File: config.mk
export PLATFORM = sky130hd
export DESIGN_NAME = smc_sleep_ctrl
export DESIGN_NICKNAME = d
export VERILOG_FILES = /design/src/smc_pkg.sv /design/src/smc_sleep_ctrl.sv
export SDC_FILE = /design/constraint.sdc
export NUM_CORES = 1
export LEC_CHECK = 0
export ABC_CLOCK_PERIOD_IN_PS = 6110
export CELL_PAD_IN_SITES_DETAIL_PLACEMENT = 1
export CELL_PAD_IN_SITES_GLOBAL_PLACEMENT = 1
export CORE_ASPECT_RATIO = 0.6
export CORE_MARGIN = 1
export CORE_UTILIZATION = 50
export CTS_BUF_LIST = sky130_fd_sc_hd__clkbuf_16
export DETAILED_ROUTE_END_ITERATION = 10
export DONT_BUFFER_PORTS = 1
export GPL_ROUTABILITY_DRIVEN = 0
export GPL_TIMING_DRIVEN = 0
export MAX_ROUTING_LAYER = met4
export PLACE_DENSITY_LB_ADDON = 0.1
export SYNTH_ARGS = -nofsm -noshare
export SYNTH_HDL_FRONTEND = slang
export SYNTH_SLANG_ARGS = --single-unit
File: constraint.sdc
create_clock -name clk_sys_in -period 6.11 [get_ports clk_sys_in]
set_input_delay 1.222 -clock clk_sys_in [delete_from_list [all_inputs] [get_ports clk_sys_in]]
set_output_delay 1.222 -clock clk_sys_in [all_outputs]
set_load 0.02 [all_outputs]
File: src/smc_pkg.sv
// constants and types for the sleep mode controller
package smc_pkg;
    localparam logic [3:0] SMC_MODE_NORMAL = 4'h0;
    localparam logic [3:0] SMC_MODE_PIN = 4'h1;
    localparam logic [3:0] SMC_MODE_CYCLIC = 4'h4;
    localparam logic [3:0] SMC_MODE_CYCLIC_PIN = 4'h5;
    localparam logic [3:0] SMC_MODE_SUPPORT = 4'h7;
    localparam logic [3:0] SMC_MODE_SYNC_CYCLIC = 4'h8;
    localparam int SMC_CLK_HZ = 50000000;
    localparam int SMC_POLL_MS = 100;
    localparam int SMC_POLL_CYCLES = SMC_CLK_HZ / 1000 * SMC_POLL_MS;
    localparam int SMC_TIMER_W = 32;
    localparam logic [SMC_TIMER_W-1:0] SMC_TIMER_ZERO = 32'h0;
    localparam logic [SMC_TIMER_W-1:0] SMC_TIMER_ONE = 32'h1;
    typedef enum logic [3:0] {
        SMC_AWAKE = 4'h1,
        SMC_DRAIN = 4'h2,
        SMC_ASLEEP = 4'h4,
        SMC_POLL = 4'h8
    } smc_state_e;
endpackage : smc_pkg

File: src/smc_sleep_ctrl.sv
// sleep mode controller: mode decode, sleep/wake timers, awake and cts outputs
// Overview of operation
// RULE_01: modes 1,4,5 are asynchronous sleep; modes 7,8 are synchronous sleep.
// RULE_02: after reset mode is normal (0) and the device never sleeps.
// RULE_03: normal mode relays coordinator sync messages, never originates, routes anytime. The code relays one only once already synced.
// RULE_04: pin sleep: request high finishes transmit/receive then sleeps.
// RULE_05: pin sleep: request low wakes the device.
// RULE_06: cyclic sleep: sleep the period, then wake briefly to poll.
// RULE_07: cyclic: data while awake extends awake time, else sleep at once.
// RULE_08: cyclic: awake indicator high while awake, low asleep.
// RULE_09: flow control on: cts low when awake and ready, high asleep.
// RULE_10: mode 5 wakes on period expiry or request falling edge.
// RULE_11: support mode syncs, never sleeps, answers joiners with sync anytime.
// RULE_12: support mode sends normal data only while network awake. The code does so only once synced; unsynced, it sends anytime.
// RULE_13: coordinator broadcasts one sync per wake start; every node repeats it. The code never sends one: wake starts occur only in modes 4 and 5.
// RULE_14: synchronized nodes adopt most recent sleep and wake times.
// RULE_15: host should make asynchronous sleepers non-routing nodes.
// RULE_16: awake in modes 4 or 5, poll the parent every 100 ms.
// RULE_17: sleep and wake are countdown timers; data reloads wake timer.
`timescale 1ns/100ps
`default_nettype none
module smc_sleep_ctrl
    import smc_pkg::*;
#(
    parameter int POLL_CYCLES = SMC_POLL_CYCLES
) (
    // clock and reset
    input wire logic clk_sys_in,
    input wire logic rst_n_in,
    // configuration
    input wire logic mode_load_in,
    input wire logic [3:0] sleep_mode_select_in,
    input wire logic timing_load_in,
    input wire logic [SMC_TIMER_W-1:0] sleep_period_in,
    input wire logic [SMC_TIMER_W-1:0] wake_extension_time_in,
    input wire logic flow_control_pin_config_in,
    input wire logic coordinator_in,
    // host pin and activity
    input wire logic host_sleep_request_pin_in,
    input wire logic serial_rx_in,
    input wire logic radio_rx_in,
    input wire logic busy_in,
    input wire logic serial_ready_in,
    // network sync events
    input wire logic sync_rx_in,
    input wire logic sync_origin_sleepy_in,
    input wire logic [SMC_TIMER_W-1:0] sync_sleep_period_in,
    input wire logic [SMC_TIMER_W-1:0] sync_wake_time_in,
    input wire logic join_request_in,
    input wire logic network_awake_in,
    input wire logic data_tx_req_in,
    // status and actions
    output logic [3:0] mode_out,
    output logic async_mode_out,
    output logic sync_mode_out,
    output logic low_power_out,
    output logic awake_out,
    output logic cts_n_out,
    output logic poll_out,
    output logic sync_tx_out,
    output logic data_tx_ok_out,
    output logic synced_out
);
    smc_state_e state_q;
    logic [3:0] mode_q;
    logic [SMC_TIMER_W-1:0] sleep_cfg_q, wake_cfg_q, timer_q, poll_cnt_q;
    logic req_q, synced_q, wake_start_q, poll_q, sync_tx_q, data_ok_q;
    logic is_async, is_sync, is_cyclic, data_in, req_fall;

    assign data_in = serial_rx_in | radio_rx_in;
    assign req_fall = req_q & ~host_sleep_request_pin_in;
    assign is_async = (mode_q == SMC_MODE_PIN) | is_cyclic; // RULE_01
    assign is_cyclic = (mode_q == SMC_MODE_CYCLIC) | (mode_q == SMC_MODE_CYCLIC_PIN);
    assign is_sync = (mode_q == SMC_MODE_SUPPORT) | (mode_q == SMC_MODE_SYNC_CYCLIC); // RULE_01

    // mode register, normal after reset
    always_ff @(posedge clk_sys_in or negedge rst_n_in) begin
        if (!rst_n_in) begin
            mode_q <= SMC_MODE_NORMAL; // RULE_02
        end else if (mode_load_in) begin
            mode_q <= sleep_mode_select_in;
        end
    end

    // latest configured times win, whether set locally or by sync
    always_ff @(posedge clk_sys_in or negedge rst_n_in) begin
        if (!rst_n_in) begin
            sleep_cfg_q <= SMC_TIMER_ONE;
            wake_cfg_q <= SMC_TIMER_ONE;
        end else if (timing_load_in) begin
            sleep_cfg_q <= sleep_period_in; // RULE_14
            wake_cfg_q <= wake_extension_time_in;
        end else if (sync_rx_in && sync_origin_sleepy_in) begin
            sleep_cfg_q <= sync_sleep_period_in; // RULE_14
            wake_cfg_q <= sync_wake_time_in;
        end
    end

    always_ff @(posedge clk_sys_in or negedge rst_n_in) begin
        if (!rst_n_in) begin
            req_q <= 1'b0;
        end else begin
            req_q <= host_sleep_request_pin_in;
        end
    end

    // sleep state machine; timer counts sleep period or awake time
    always_ff @(posedge clk_sys_in or negedge rst_n_in) begin
        if (!rst_n_in) begin
            state_q <= SMC_AWAKE;
            timer_q <= SMC_TIMER_ZERO;
            wake_start_q <= 1'b0;
        end else begin
            wake_start_q <= 1'b0;
            case (state_q)
                SMC_AWAKE: begin
                    if (mode_q == SMC_MODE_PIN && host_sleep_request_pin_in) begin
                        state_q <= SMC_DRAIN; // RULE_04
                    end else if (is_cyclic) begin
                        state_q <= SMC_POLL;
                        timer_q <= SMC_TIMER_ZERO;
                    end
                end
                SMC_DRAIN: begin
                    if (!host_sleep_request_pin_in) begin
                        state_q <= SMC_AWAKE; // RULE_05
                    end else if (!busy_in) begin
                        state_q <= SMC_ASLEEP; // RULE_04
                    end
                end
                SMC_ASLEEP: begin
                    if (mode_q == SMC_MODE_PIN) begin
                        if (!host_sleep_request_pin_in) begin
                            state_q <= SMC_AWAKE; // RULE_05
                        end
                    end else if (!is_cyclic) begin
                        state_q <= SMC_AWAKE; // never sleeps outside sleep modes
                    end else if (timer_q <= SMC_TIMER_ONE ||
                                 (mode_q == SMC_MODE_CYCLIC_PIN && req_fall)) begin
                        state_q <= SMC_POLL; // RULE_06 RULE_10
                        timer_q <= SMC_TIMER_ZERO;
                        wake_start_q <= 1'b1;
                    end else begin
                        timer_q <= timer_q - SMC_TIMER_ONE; // RULE_17
                    end
                end
                SMC_POLL: begin
                    if (!is_cyclic) begin
                        state_q <= SMC_AWAKE;
                    end else if (data_in) begin
                        timer_q <= wake_cfg_q; // RULE_07 RULE_17
                    end else if (busy_in) begin
                        timer_q <= timer_q; // finish current exchange first
                    end else if (timer_q <= SMC_TIMER_ONE) begin
                        state_q <= SMC_ASLEEP; // RULE_07
                        timer_q <= sleep_cfg_q;
                    end else begin
                        timer_q <= timer_q - SMC_TIMER_ONE; // RULE_17
                    end
                end
                default: begin
                    state_q <= SMC_AWAKE;
                end
            endcase
        end
    end

    // parent polls: one on wake, then every poll interval while awake in modes 4 and 5
    always_ff @(posedge clk_sys_in or negedge rst_n_in) begin
        if (!rst_n_in) begin
            poll_cnt_q <= SMC_TIMER_ZERO;
            poll_q <= 1'b0;
        end else if (state_q != SMC_POLL) begin
            poll_cnt_q <= SMC_TIMER_ZERO;
            poll_q <= 1'b0;
        end else if (poll_cnt_q == SMC_TIMER_ZERO) begin
            poll_cnt_q <= POLL_CYCLES[SMC_TIMER_W-1:0] - SMC_TIMER_ONE; // RULE_16
            poll_q <= 1'b1;
        end else begin
            poll_cnt_q <= poll_cnt_q - SMC_TIMER_ONE;
            poll_q <= 1'b0;
        end
    end

    // sync handling: normal and async modes relay only others' syncs; coordinator never sends, as wake_start_q rises only in modes 4 and 5
    always_ff @(posedge clk_sys_in or negedge rst_n_in) begin
        if (!rst_n_in) begin
            synced_q <= 1'b0;
            sync_tx_q <= 1'b0;
        end else begin
            if (sync_rx_in && sync_origin_sleepy_in) begin
                synced_q <= 1'b1;
            end
            if (mode_q == SMC_MODE_NORMAL || is_async) begin
                sync_tx_q <= synced_q && sync_rx_in && sync_origin_sleepy_in; // RULE_03 RULE_13
            end else begin
                sync_tx_q <= (sync_rx_in && sync_origin_sleepy_in) // RULE_13
                    || (coordinator_in && wake_start_q) // RULE_13
                    || (mode_q == SMC_MODE_SUPPORT && join_request_in); // RULE_11
            end
        end
    end

    // data gating: a synchronized support node waits for the network wake window
    always_ff @(posedge clk_sys_in or negedge rst_n_in) begin
        if (!rst_n_in) begin
            data_ok_q <= 1'b0;
        end else if (mode_q == SMC_MODE_SUPPORT && synced_q) begin
            data_ok_q <= data_tx_req_in && network_awake_in; // RULE_12
        end else begin
            data_ok_q <= data_tx_req_in && !low_power_out; // RULE_03
        end
    end

    always_ff @(posedge clk_sys_in or negedge rst_n_in) begin
        if (!rst_n_in) begin
            low_power_out <= 1'b0;
            awake_out <= 1'b1;
            cts_n_out <= 1'b0;
        end else begin
            low_power_out <= (state_q == SMC_ASLEEP); // RULE_02 RULE_11
            awake_out <= (state_q != SMC_ASLEEP); // RULE_08
            // cts stays low without flow control so the host is never blocked
            cts_n_out <= flow_control_pin_config_in &&
                ((state_q == SMC_ASLEEP) || !serial_ready_in); // RULE_09
        end
    end

    assign mode_out = mode_q;
    assign async_mode_out = is_async;
    assign sync_mode_out = is_sync;
    assign poll_out = poll_q;
    assign sync_tx_out = sync_tx_q;
    assign data_tx_ok_out = data_ok_q;
    assign synced_out = synced_q;
endmodule : smc_sleep_ctrl
`default_nettype wire

==> qor_table.md, run 1 <==
| Stage | Result | This run |
| --- | --- | --- |
| outcome | Result of the run | finished with violations |
| outcome | Violated checks | max-capacitance violations, max-slew violations |
| die | Site row count | 35 |
| pwr | Worst voltage drop across the vdd grid | 0.2784 mV |
| run | Max-cap violations | 1 |
| yosys | Average cell area after synthesis | 8.824 um2 |
| yosys | Synth Flop Type | dfrtp_1 |
| yosys | Post-synthesis cell type count | 74 |
| global routing | Global-route wire length before repair | 47910 um |
| critical path | Type of the setup path with the least slack | flip-flop to flip-flop |
| cts | Post-cts sizing count | 0 |
| sta | Number of endpoints with negative hold slack in the final report | 0 |
| finish | Final-layout fill cell count | 1828 |
| yosys | Synth top cells by count | 160 x nand2_1, 141 x dfrtp_1, 89 x o21ai_0, 74 x nor2_1, 67 x mux2i_1 |
| sta | Setup_tns | 0 ns |
| critical path | Nature of the critical path endpoint | flip-flop |
| sta | Max_slew headroom | -2.093% |
| sta | Final setup violation count | 0 |
| yosys | Count leader, synth | nand2_1 |
| cts | Number of buffers created by CTS | 17 |
| yosys | Mapped Area | 8259 um2 |
| cts | Clock slew at reported path FFs | 0.07 ns |
| yosys | Main area contributors after synthesis | dfrtp_1 43%, mux2i_1 8.1%, nand2_1 7.3%, o21ai_0 5.4%, nor2_1 3.4% |
| yosys | Synthesized instance count | 936 |
| cts | Clock Tree Buf Depth | 2 |
| place | Buffers added on ports | 0 |
| yosys | Count of yosys warnings during synthesis | 0 |
| cts | Setup Buffers After CTS | 0 |
| yosys | Fraction of registers with async set/reset | 100.0% |
| routing | Count of routing violations after the opening detailed-route iteration | 843 |
| yosys | Register bit total from synthesis | 145 |
| routing | Number of routed nets with antenna violations | 0 |
| sta | Largest clock skew in the final design | 0.009902 ns |
| die | Horizontal extent of the die | 167.9 um |
| sta | Slew Viols, Final | 8 |
| global routing | Number of global-route vias before repair | 8414 |
| sta | Actual transition at the worst max-transition pin | 1.520 ns |
| place | DP HPWL | 22100 um |
| global routing | Global-route congestion overflow total | 0 |
| cts | Clock insertion delay at the later pin of the skew report | 0.43 ns |
| yosys | Post-synth EDFFs | 0 |
| die | Count of boundary I/O pins | 161 |
| cts | Hold-fix buffer count after cts | 0 |
| finish | Synth-to-Final Area Change | 10.01% |
| cts | Deepest level of the CTS H-tree | 4 |
| routing | # DRC | 0 |
| worst hold path | Hold crit path type | input port to asynchronous set/reset pin |
| global routing | Antenna violations before repair | 1 |
| pwr | Leak pwr | 4.095 nW |
| yosys | Fraction of the yosys area taken by sequential cells | 43.99% |
| routing | Post-detailed-route wirelength per cell | 26.28 um |
| finish | Layout cell share with drive strength beyond 1 | 6.508% |
| sta | Setup repair after global routing missed its margin | false |
| die | Core area | 15720 um2 |
| place | Post-detailed-placement cell area | 8513 um2 |
| sta | Time the worst path needs with I/O delays and setup | 3.677 ns |
| cts | Cell at the root of the clock tree | clkbuf_16 |
| global routing | Largest net degree at the start of global routing | 146 |
| cts | Clock tree from TritonCTS | yes |
| sta | Worst hold slack after final layout | 0.4799 ns |
| critical path | Data required time of the worst path | 6.38 ns |
| routing | Wirelength, routed | 30810 um |
| routing | Post-detailed-route via-to-cell ratio | 6.765 |
| critical path | Worst setup SP type | flip-flop |
| sta | Fmax | 271.9 MHz |
| die | Height of the die | 101.6 um |
| critical path | Maximum fanout along the worst path | 10 |
| yosys | Fraction of post-synthesis cell area in the top cell type by area | 42.72% |
| sta | Final worst-path cycle share | 60.19% |
| cts | CTS Sinks | 145 |
| global routing | Tot GR Track Use | 38.94% |
| pwr | Areal power density over the cells | 536.7 nW/um2 |
| routing | TritonRoute pass-1 iters | 5 |
| die | Die area | 17050 um2 |
| yosys | Syn nets | 1088 |
| finish | Area of all placed cells without fillers | 9086 um2 |
| routing | Via total after detailed routing | 7928 |
| yosys | Library cell occupying the most area in the post-synthesis netlist | dfrtp_1 |
| die | Starting Density | 52.53% |
| finish | Total number of nets in the final design | 1107 |
| critical path | CP Data Arrival Time | 3.95 ns |
## sequential cells by signal (all words and copies together), names as in the netlist
signal / flops
req_q: 1
wake_cfg_q: 32
poll_out: 1
sleep_cfg_q: 32
cts_n_out: 1
poll_cnt_q: 32
timer_q: 32
state_q: 4
low_power_out: 1
synced_out: 1
mode_out: 4
wake_start_q: 1
data_tx_ok_out: 1
sync_tx_out: 1
awake_out: 1
## through the flow
step / utilization (%) / power [mW] / setup WS (ns) / cells
finish: 57.80 / 4.877 / 2.433 / 1172
global route: 57.80 / 5.151 / 2.269 / 1172
CTS: 57.78 / 4.843 / 2.522 / 1171
detailed placement: 54.15 / 3.749 / 2.373 / 1139
global placement: 54.15 / 3.584 / 2.434 / 1139
floorplan: - / 3.143 / 3.352 / 936
## cell usage in the layout (no fill, tap or decap), types with 14 or more instances in the layout
master	instances
a21oi_1	52
nor3_1	31
inv_1	14
nand2_1	160
nor4_1	15
nand3_1	16
mux2i_1	67
o21ai_0	89
nor2_1	74
dfrtp_1	141
xnor2_1	23
clkbuf_1	45
clkbuf_16	17
## path summary, 6_finish.rpt
kind                       cells after the start  slack, ns     startpoint              to
max in group asynchronous                      0       5.38       rst_n_in       awake_out
hold reg to reg                                1       0.53  poll_cnt_q[0]   poll_cnt_q[0]
setup reg to reg                               6       2.43    mode_out[2]      timer_q[1]
hold / removal                                 0       0.48       rst_n_in  wake_cfg_q[29]
setup / recovery                               6       2.43    mode_out[2]      timer_q[1]
min in group clk_sys_in                        1       0.53  poll_cnt_q[0]   poll_cnt_q[0]
## metal layers
| metal | track usage, % | wire (um) | vias up | share of wire (%) |
|---|---|---|---|---|
| li1 | - | - | 3436 | - |
| met1 | 48.61 | 12660 | 3946 | 41 |
| met2 | 59.74 | 13910 | 440 | 45 |
| met3 | 11.65 | 3259 | 106 | 11 |
| met4 | 15.31 | 979 | 0 | 3.2 |
| met5 | - | 0 | - | 0 |
## layout make-up
cell class	instances	area, um2	area share [%]
clock buffers	17	425.4	4.682
inverters	12	45.04	0.4957
diodes	1	2.502	0.02754
plain buffers	59	240.2	2.644
multi-input cells	720	4340	47.77
flip-flops and latches	145	3633	39.99
well taps	203	254.0	2.795
clock inverters	15	145.1	1.597
## cell families after synthesis
group	share of synthesized area [%]
AND/OR/NAND/NOR	21.22
AO/OA/AOI/OAI	18.85
flip-flops	43.99
multiplexers	8.802
buffers and inverters	3.454
XOR/XNOR	3.075
adder cells (fa/ha/maj)	0.6060
## worst max-delay path, cell delays in order, from the launching register on
cell and delay, ns:
dfrtp_1 0.55, nor4b_1 1.06, nand3_1 0.69, clkbuf_1 0.47, clkbuf_1 0.44, nand2_1 0.18, o221ai_1 0.12
## report_power, final
group | internal [mW] | switching [mW] | total, mW
Sequential | 1.16 | 0.250 | 1.41
Combinational | 0.939 | 1.49 | 2.43
Clock | 0.598 | 0.437 | 1.03
Total | 2.70 | 2.18 | 4.88
Power figures use the tool's default switching activity.
==> run 2, diff against run 1 <==
--- a/config.mk
+++ b/config.mk
@@ -5,12 +5,12 @@
 export SDC_FILE = /design/constraint.sdc
 export NUM_CORES = 1
 export LEC_CHECK = 0
-export ABC_CLOCK_PERIOD_IN_PS = 6110
+export ABC_CLOCK_PERIOD_IN_PS = 3550
 export CELL_PAD_IN_SITES_DETAIL_PLACEMENT = 1
 export CELL_PAD_IN_SITES_GLOBAL_PLACEMENT = 1
 export CORE_ASPECT_RATIO = 0.6
 export CORE_MARGIN = 1
-export CORE_UTILIZATION = 50
+export CORE_UTILIZATION = 48
 export CTS_BUF_LIST = sky130_fd_sc_hd__clkbuf_16
 export DETAILED_ROUTE_END_ITERATION = 10
 export DONT_BUFFER_PORTS = 1
==> constraint.sdc (replaced) <==
create_clock -name clk_sys_in -period 3.55 [get_ports clk_sys_in]
set_input_delay 0.71 -clock clk_sys_in [delete_from_list [all_inputs] [get_ports clk_sys_in]]
set_output_delay 0.71 -clock clk_sys_in [all_outputs]
set_load 0.02 [all_outputs]
==> run 2 against run 1 <==
  * The run ends with negative hold slack left
  * Die area is 4.1% higher
  * Via count shrank 0.40%
  * Core utilization down 2.0 points
  * Setup slack got worse by 2.3 ns
  * Fmax is 6.6% higher
  * Final area up 1.4%
  * Largest power group unchanged
==> qor_table.md, run 2 (synthesis results as in run 1) <==
| Stage | Result | This run |
| --- | --- | --- |
| outcome | Result of the run | finished with violations |
| outcome | Violated checks | negative hold slack |
| routing | Via total after detailed routing | 7896 |
| cts | Clock slew at reported path FFs | 0.07 ns |
| cts | Cell at the root of the clock tree | clkbuf_16 |
| cts | Clock insertion delay at the later pin of the skew report | 0.44 ns |
| critical path | Worst setup SP type | flip-flop |
| cts | Deepest level of the CTS H-tree | 4 |
| pwr | Leak pwr | 4.140 nW |
| sta | Max_slew headroom | 38.01% |
| finish | Most frequent standard cell in the layout excluding fill and tap cells | nand2_1 |
| global routing | Global-route wire length before repair | 47890 um |
| worst hold path | Hold crit path type | input port to asynchronous set/reset pin |
| cts | Clock Tree Buf Depth | 2 |
| sta | Final setup violation count | 0 |
| critical path | Type of the setup path with the least slack | flip-flop to flip-flop |
| finish | Commonest cells after routing, fill and taps aside | 160 x nand2_1, 141 x dfrtp_1, 89 x o21ai_0 |
| die | Horizontal extent of the die | 171.3 um |
| cts | Setup Buffers After CTS | 0 |
| critical path | CP Data Arrival Time | 3.76 ns |
| finish | Layout cell share with drive strength beyond 1 | 7.135% |
| routing | Number of routed nets with antenna violations | 0 |
| place | Placed Cells | 1164 |
| sta | Worst hold slack after final layout | -0.03995 ns |
| critical path | Nature of the critical path endpoint | flip-flop |
| finish | Inserted Diodes | 0 |
| finish | Synth-to-Final Area Change | 11.60% |
| place | Buffers added on ports | 0 |
| routing | Count of routing violations after the opening detailed-route iteration | 794 |
| finish | Count of placed standard cells in the final layout, fillers left out | 1195 |
| sta | Slew Viols, Final | 0 |
| die | Count of boundary I/O pins | 161 |
| pwr | Areal power density over the cells | 940.2 nW/um2 |
| sta | Final worst-path cycle share | 97.19% |
| sta | Fmax | 289.8 MHz |
| pwr | Sum of internal, switching and leakage power | 8.667 mW |
| die | Height of the die | 103.6 um |
| global routing | Global-route congestion overflow total | 0 |
| sta | Number of endpoints with negative hold slack in the final report | 83 |
| global routing | Number of global-route vias before repair | 8294 |
| sta | Setup repair after global routing missed its margin | false |
| sta | Actual transition at the worst max-transition pin | 0.9214 ns |
| routing | Wirelength, routed | 30410 um |
| critical path | Data required time of the worst path | 3.86 ns |
| global routing | Largest net degree at the start of global routing | 146 |
| sta | Time the worst path needs with I/O delays and setup | 3.450 ns |
| routing | Post-detailed-route wirelength per cell | 25.45 um |
| cts | Clock tree from TritonCTS | yes |
| finish | Total number of nets in the final design | 1107 |
| routing | # DRC | 0 |
| critical path | Maximum fanout along the worst path | 10 |
| routing | Post-detailed-route via-to-cell ratio | 6.608 |
| global routing | Antenna violations before repair | 0 |
| sta | Largest clock skew in the final design | 0.006798 ns |
| die | Die area | 17750 um2 |
| routing | TritonRoute pass-1 iters | 6 |
| die | Site row count | 36 |
| cts | Number of buffers created by CTS | 17 |
| run | Max-cap violations | 0 |
| pwr | Worst voltage drop across the vdd grid | 0.4405 mV |
| sta | Setup_tns | 0 ns |
| cts | CTS Sinks | 145 |
| die | Core area | 16530 um2 |
| place | DP HPWL | 21790 um |
| die | Starting Density | 49.96% |
| global routing | Tot GR Track Use | 36.80% |
run 2: cell types whose count changed in the layout (fill, tap and decap cells not counted), moves of 2 or more:
cell | before | now
clkinvlp_4 | 4 | 2
nor3_2 | 0 | 2
bufinv_16 | 2 | 5
nor3_1 | 31 | 29
run 2: per-layer routing:
metal	wire [um]	track usage, %	part of all wire [%]	vias up
li1	-	-	-	3428
met1	13120	48.75	43	3973
met2	13370	54.12	44	422
met3	3236	11.08	11	73
met4	690	10.91	2.3	0
met5	0	-	0	-
run 2: path summary, 6_finish.rpt:
path,cells past startpoint,slack (ns),to,startpoint
worst max-delay path,7,0.1,timer_q[14],timer_q[12]
worst min-delay path,0,-0.04,wake_cfg_q[23],rst_n_in
worst max register to register,7,0.1,timer_q[14],timer_q[12]
worst min register to register,1,0.50,poll_cnt_q[0],poll_cnt_q[0]
max in group asynchronous,0,3.31,state_q[0],rst_n_in
min in group clk_sys_in,0,0.30,req_q,host_sleep_request_pin_in
run 2: area by class of cell:
class,instances,area [um2]
Clock inverter,14,212.7
Multi-Input combinational cell,720,4375
Sequential cell,145,3633
Buffer,59,240.2
Tap cell,228,285.3
Fill cell,1947,7313
Inverter,12,45.04
Clock buffer,17,425.4
run 2: metrics by stage:
| step | area, um2 | hold slack (ns) | utilization (%) | setup WS (ns) |
|---|---|---|---|---|
| after floorplan | 8259 | 0.4144 | - | 0.7941 |
| after global placement | 8544 | 0.4180 | 51.69 | 0.1017 |
| after detailed placement | 8544 | 0.4162 | 51.69 | 0.06167 |
| after CTS | 9183 | -0.04592 | 55.55 | 0.01468 |
| after global routing | 9218 | -0.04995 | 55.76 | 0.007331 |
| final | 9218 | -0.03995 | 55.76 | 0.09981 |
run 2: power breakdown:
| part | leakage, nW | internal, mW | switching [mW] |
|---|---|---|---|
| combinational | 1.98 | 1.62 | 2.60 |
| sequential | 1.86 | 2.00 | 0.426 |
| clock | 0.309 | 1.24 | 0.772 |
| total | 4.14 | 4.87 | 3.80 |
run 2: what timing repair did:
item	4_1_cts	5_1_grt
setup endpoints to repair	0	22
hold endpoints to repair	141	141
resized for setup	0	5
run 2: worst max-delay path: stages (launching register included):
cell	delay, ns
dfrtp_1	0.47
or4_1	0.60
or4_1	0.69
nor3_2	0.35
buf_2	0.35
buf_2	0.38
o21ai_0	0.15
a221o_1	0.33
==> run 3, diff against run 2 <==
--- a/config.mk
+++ b/config.mk
@@ -16,8 +16,9 @@
 export DONT_BUFFER_PORTS = 1
 export GPL_ROUTABILITY_DRIVEN = 0
 export GPL_TIMING_DRIVEN = 0
-export MAX_ROUTING_LAYER = met4
 export PLACE_DENSITY_LB_ADDON = 0.1
+export REMOVE_ABC_BUFFERS = 1
+export SETUP_SLACK_MARGIN = 0.1
 export SYNTH_ARGS = -nofsm -noshare
 export SYNTH_HDL_FRONTEND = slang
 export SYNTH_SLANG_ARGS = --single-unit
==> run 3 against run 2 <==
  * The flow still finishes with violations (negative hold slack)
  * Sequential power about the same
  * Non-clock buffer count decreased by 51
  * Critical path depth unchanged
  * Register-to-register slack improved by 0.13 ns
  * Core utilization decreased by 0.71 points
  * Wire length decreased by 16%
  * Flip-flop and latch count unchanged
  * Die area unchanged
  * Hold slack improved by 0.016 ns
  * Global-route usage decreased by 6.8 points
  * Sequential share of layout area increased by 0.51 points
  * Total power decreased by 3.2%
==> qor_table.md, run 3 (synthesis results as in run 1) <==
| Stage | Result | This run |
| --- | --- | --- |
| outcome | Violated checks | negative hold slack |
| routing | Number of routed nets with antenna violations | 0 |
| critical path | Setup slack, reg-to-reg | 0.23 ns |
| cts | Clock tree from TritonCTS | yes |
| finish | Area of all placed cells without fillers | 9100 um2 |
| cts | Clock insertion delay at the later pin of the skew report | 0.43 ns |
| critical path | Data required time of the worst path | 3.84 ns |
| sta | Final worst-path cycle share | 93.41% |
| finish | Most frequent standard cell in the layout excluding fill and tap cells | nand2_1 |
| critical path | Slowest stage cell on the critical path | or4_1 |
| finish | Inserted Diodes | 0 |
| critical path | Destination of the worst register-to-register timing path | timer_q[17] |
| pwr | Areal power density over the cells | 922.0 nW/um2 |
| cts | Clock slew at reported path FFs | 0.06 ns |
| sta | Fmax | 301.6 MHz |
| routing | Wirelength, routed | 25580 um |
| outcome | Result of the run | finished with violations |
| cts | Setup Buffers After CTS | 0 |
| routing | Via total after detailed routing | 7323 |
| global routing | Global-route wire length before repair | 41430 um |
| routing | Post-detailed-route wirelength per cell | 22.34 um |
| pwr | Portion of total power attributed to sequential cells | 29.0% |
| worst hold path | Hold crit path type | input port to asynchronous set/reset pin |
| sta | Actual transition at the worst max-transition pin | 1.160 ns |
| routing | Count of routing violations after the opening detailed-route iteration | 559 |
| cts | Deepest level of the CTS H-tree | 4 |
| pwr | Fraction of power consumed by the clock network | 22.3% |
| global routing | Number of global-route vias before repair | 7723 |
| die | Height of the die | 103.6 um |
| critical path | Critical path's top delay family | simple AND/OR/NAND/NOR gates |
| die | Horizontal extent of the die | 171.3 um |
| die | Core area | 16530 um2 |
| cts | Number of buffers created by CTS | 17 |
| die | Count of boundary I/O pins | 161 |
| critical path | Reg2reg path depth | 7 |
| sta | Time the worst path needs with I/O delays and setup | 3.316 ns |
| critical path | Bufs and invs on worst path | 1 |
| die | Starting Density | 49.96% |
| sta | Max_slew headroom | 22.68% |
| place | Buffers added on ports | 0 |
| global routing | Antenna violations before repair | 0 |
| finish | Final-layout fill cell count | 1906 |
| critical path | CP Data Arrival Time | 3.60 ns |
| finish | Commonest cells after routing, fill and taps aside | 159 x nand2_1, 141 x dfrtp_1, 89 x o21ai_0 |
| cts | CTS Sinks | 145 |
| sta | Slew Viols, Final | 0 |
| routing | # DRC | 0 |
| finish | Area taken by flip-flops and latches | 3633 um2 |
| die | Site row count | 36 |
| global routing | Global-route congestion overflow total | 0 |
| sta | Largest clock skew in the final design | 0.009461 ns |
| finish | Synth-to-Final Area Change | 10.18% |
| global routing | Tot GR Track Use | 29.98% |
| pwr | Switching power share of the total | 43.92% |
| sta | Worst hold slack after final layout | -0.02410 ns |
| cts | Cell at the root of the clock tree | clkbuf_16 |
| cts | Clock Tree Buf Depth | 2 |
| sta | Final setup violation count | 0 |
| global routing | Largest net degree at the start of global routing | 146 |
| sta | Setup repair after global routing missed its margin | false |
| sta | Number of endpoints with negative hold slack in the final report | 49 |
| critical path | Critical Path Most Common Cell | or4_1 |
| pwr | Internal Power | 4.705 mW |
| place | Placed Cells | 1113 |
| die | Die area | 17750 um2 |
| routing | TritonRoute pass-1 iters | 5 |
| pwr | Combinational cell fraction of total power | 48.8% |
| finish | Total number of nets in the final design | 1056 |
| critical path | Type of the setup path with the least slack | flip-flop to flip-flop |
| place | DP HPWL | 17690 um |
| finish | Multi-input logic area | 4412 um2 |
| routing | Post-detailed-route via-to-cell ratio | 6.396 |
| critical path | Critical path cell sequence | or4_1, or4_1, nor3_4, buf_6, nor2_1, o32ai_1, nand3_1 |
| critical path | Maximum fanout along the worst path | 15 |
| critical path | Worst flop-to-flop path startpoint | timer_q[12] |
| pwr | Worst voltage drop across the vdd grid | 0.5377 mV |
| critical path | Worst setup SP type | flip-flop |
| finish | Final Util | 55.05% |
| finish | Layout cell share with drive strength beyond 1 | 7.743% |
| place | Post-detailed-placement cell area | 8471 um2 |
| critical path | Nature of the critical path endpoint | flip-flop |
| pwr | Net switching power | 3.685 mW |
| run | Max-cap violations | 0 |
| critical path | Maximum cell stage delay along the critical path | 0.71 ns |
| finish | Count of placed standard cells in the final layout, fillers left out | 1145 |
| pwr | Leak pwr | 4.117 nW |
run 3: final cells by class:
class | count | share of cell area [%]
clock buffers | 17 | 4.675
clock inverters | 15 | 1.966
inverters | 12 | 0.4950
multi-input cells | 720 | 48.48
flip-flops and latches | 145 | 39.93
well taps | 228 | 3.135
repair buffers | 8 | 1.320
run 3: timing repair:
action                                  in CTS  in global routing
pin swaps                                    0                  0
endpoints found under the setup margin      13                 14
resized for setup                            1                  4
hold endpoints to repair                   141                141
run 3: how the worst max path moves through the flow:
stage	from	to	slack (ns)	cells after the start
2_1_floorplan	radio_rx_in	timer_q[30]	-0.31	6
3_3_place_gp	serial_rx_in	timer_q[30]	-2.41	6
3_5_place_dp	state_q[3]	timer_q[19]	-0.13	5
4_1_cts	timer_q[12]	timer_q[17]	0.11	7
5_1_grt	timer_q[12]	timer_q[17]	0.14	7
6_report	timer_q[12]	timer_q[17]	0.23	7
run 3: worst reg2reg max path, stage by stage, from the launching register on:
cell     delay (ns)
dfrtp_1        0.45
or4_1          0.62
or4_1          0.71
nor3_4         0.51
buf_6          0.25
nor2_1         0.12
o32ai_1        0.37
nand3_1        0.15
run 3: power groups by stage:
stage          combinational (mW)  clock (mW)  sequential, mW
3_3_place_gp                 3.66           0            2.39
6_report                     4.09        1.87            2.43
4_1_cts                      3.99        1.90            2.42
2_1_floorplan                2.95           0            2.30
5_1_grt                      4.47        1.97            2.48
3_5_place_dp                 3.95           0            2.43
run 3: layer usage:
metal / GRT usage [%] / wire (um) / vias up
li1: - / - / 3345
met3: 6.076 / 1586 / 27
met5: 0 / 0 / -
met4: 7.526 / 234 / 0
met2: 45.41 / 11430 / 257
met1: 43.60 / 12330 / 3694
run 3: metrics by stage:
stage	setup WS, ns	setup TNS [ns]	power [mW]
6_report	0.2339	0	8.390
2_1_floorplan	-0.3053	-3.173	5.254
3_3_place_gp	-2.405	-83.31	6.052
5_1_grt	0.1373	0	8.924
3_5_place_dp	-0.1333	-0.2421	6.380
4_1_cts	0.1056	0	8.309
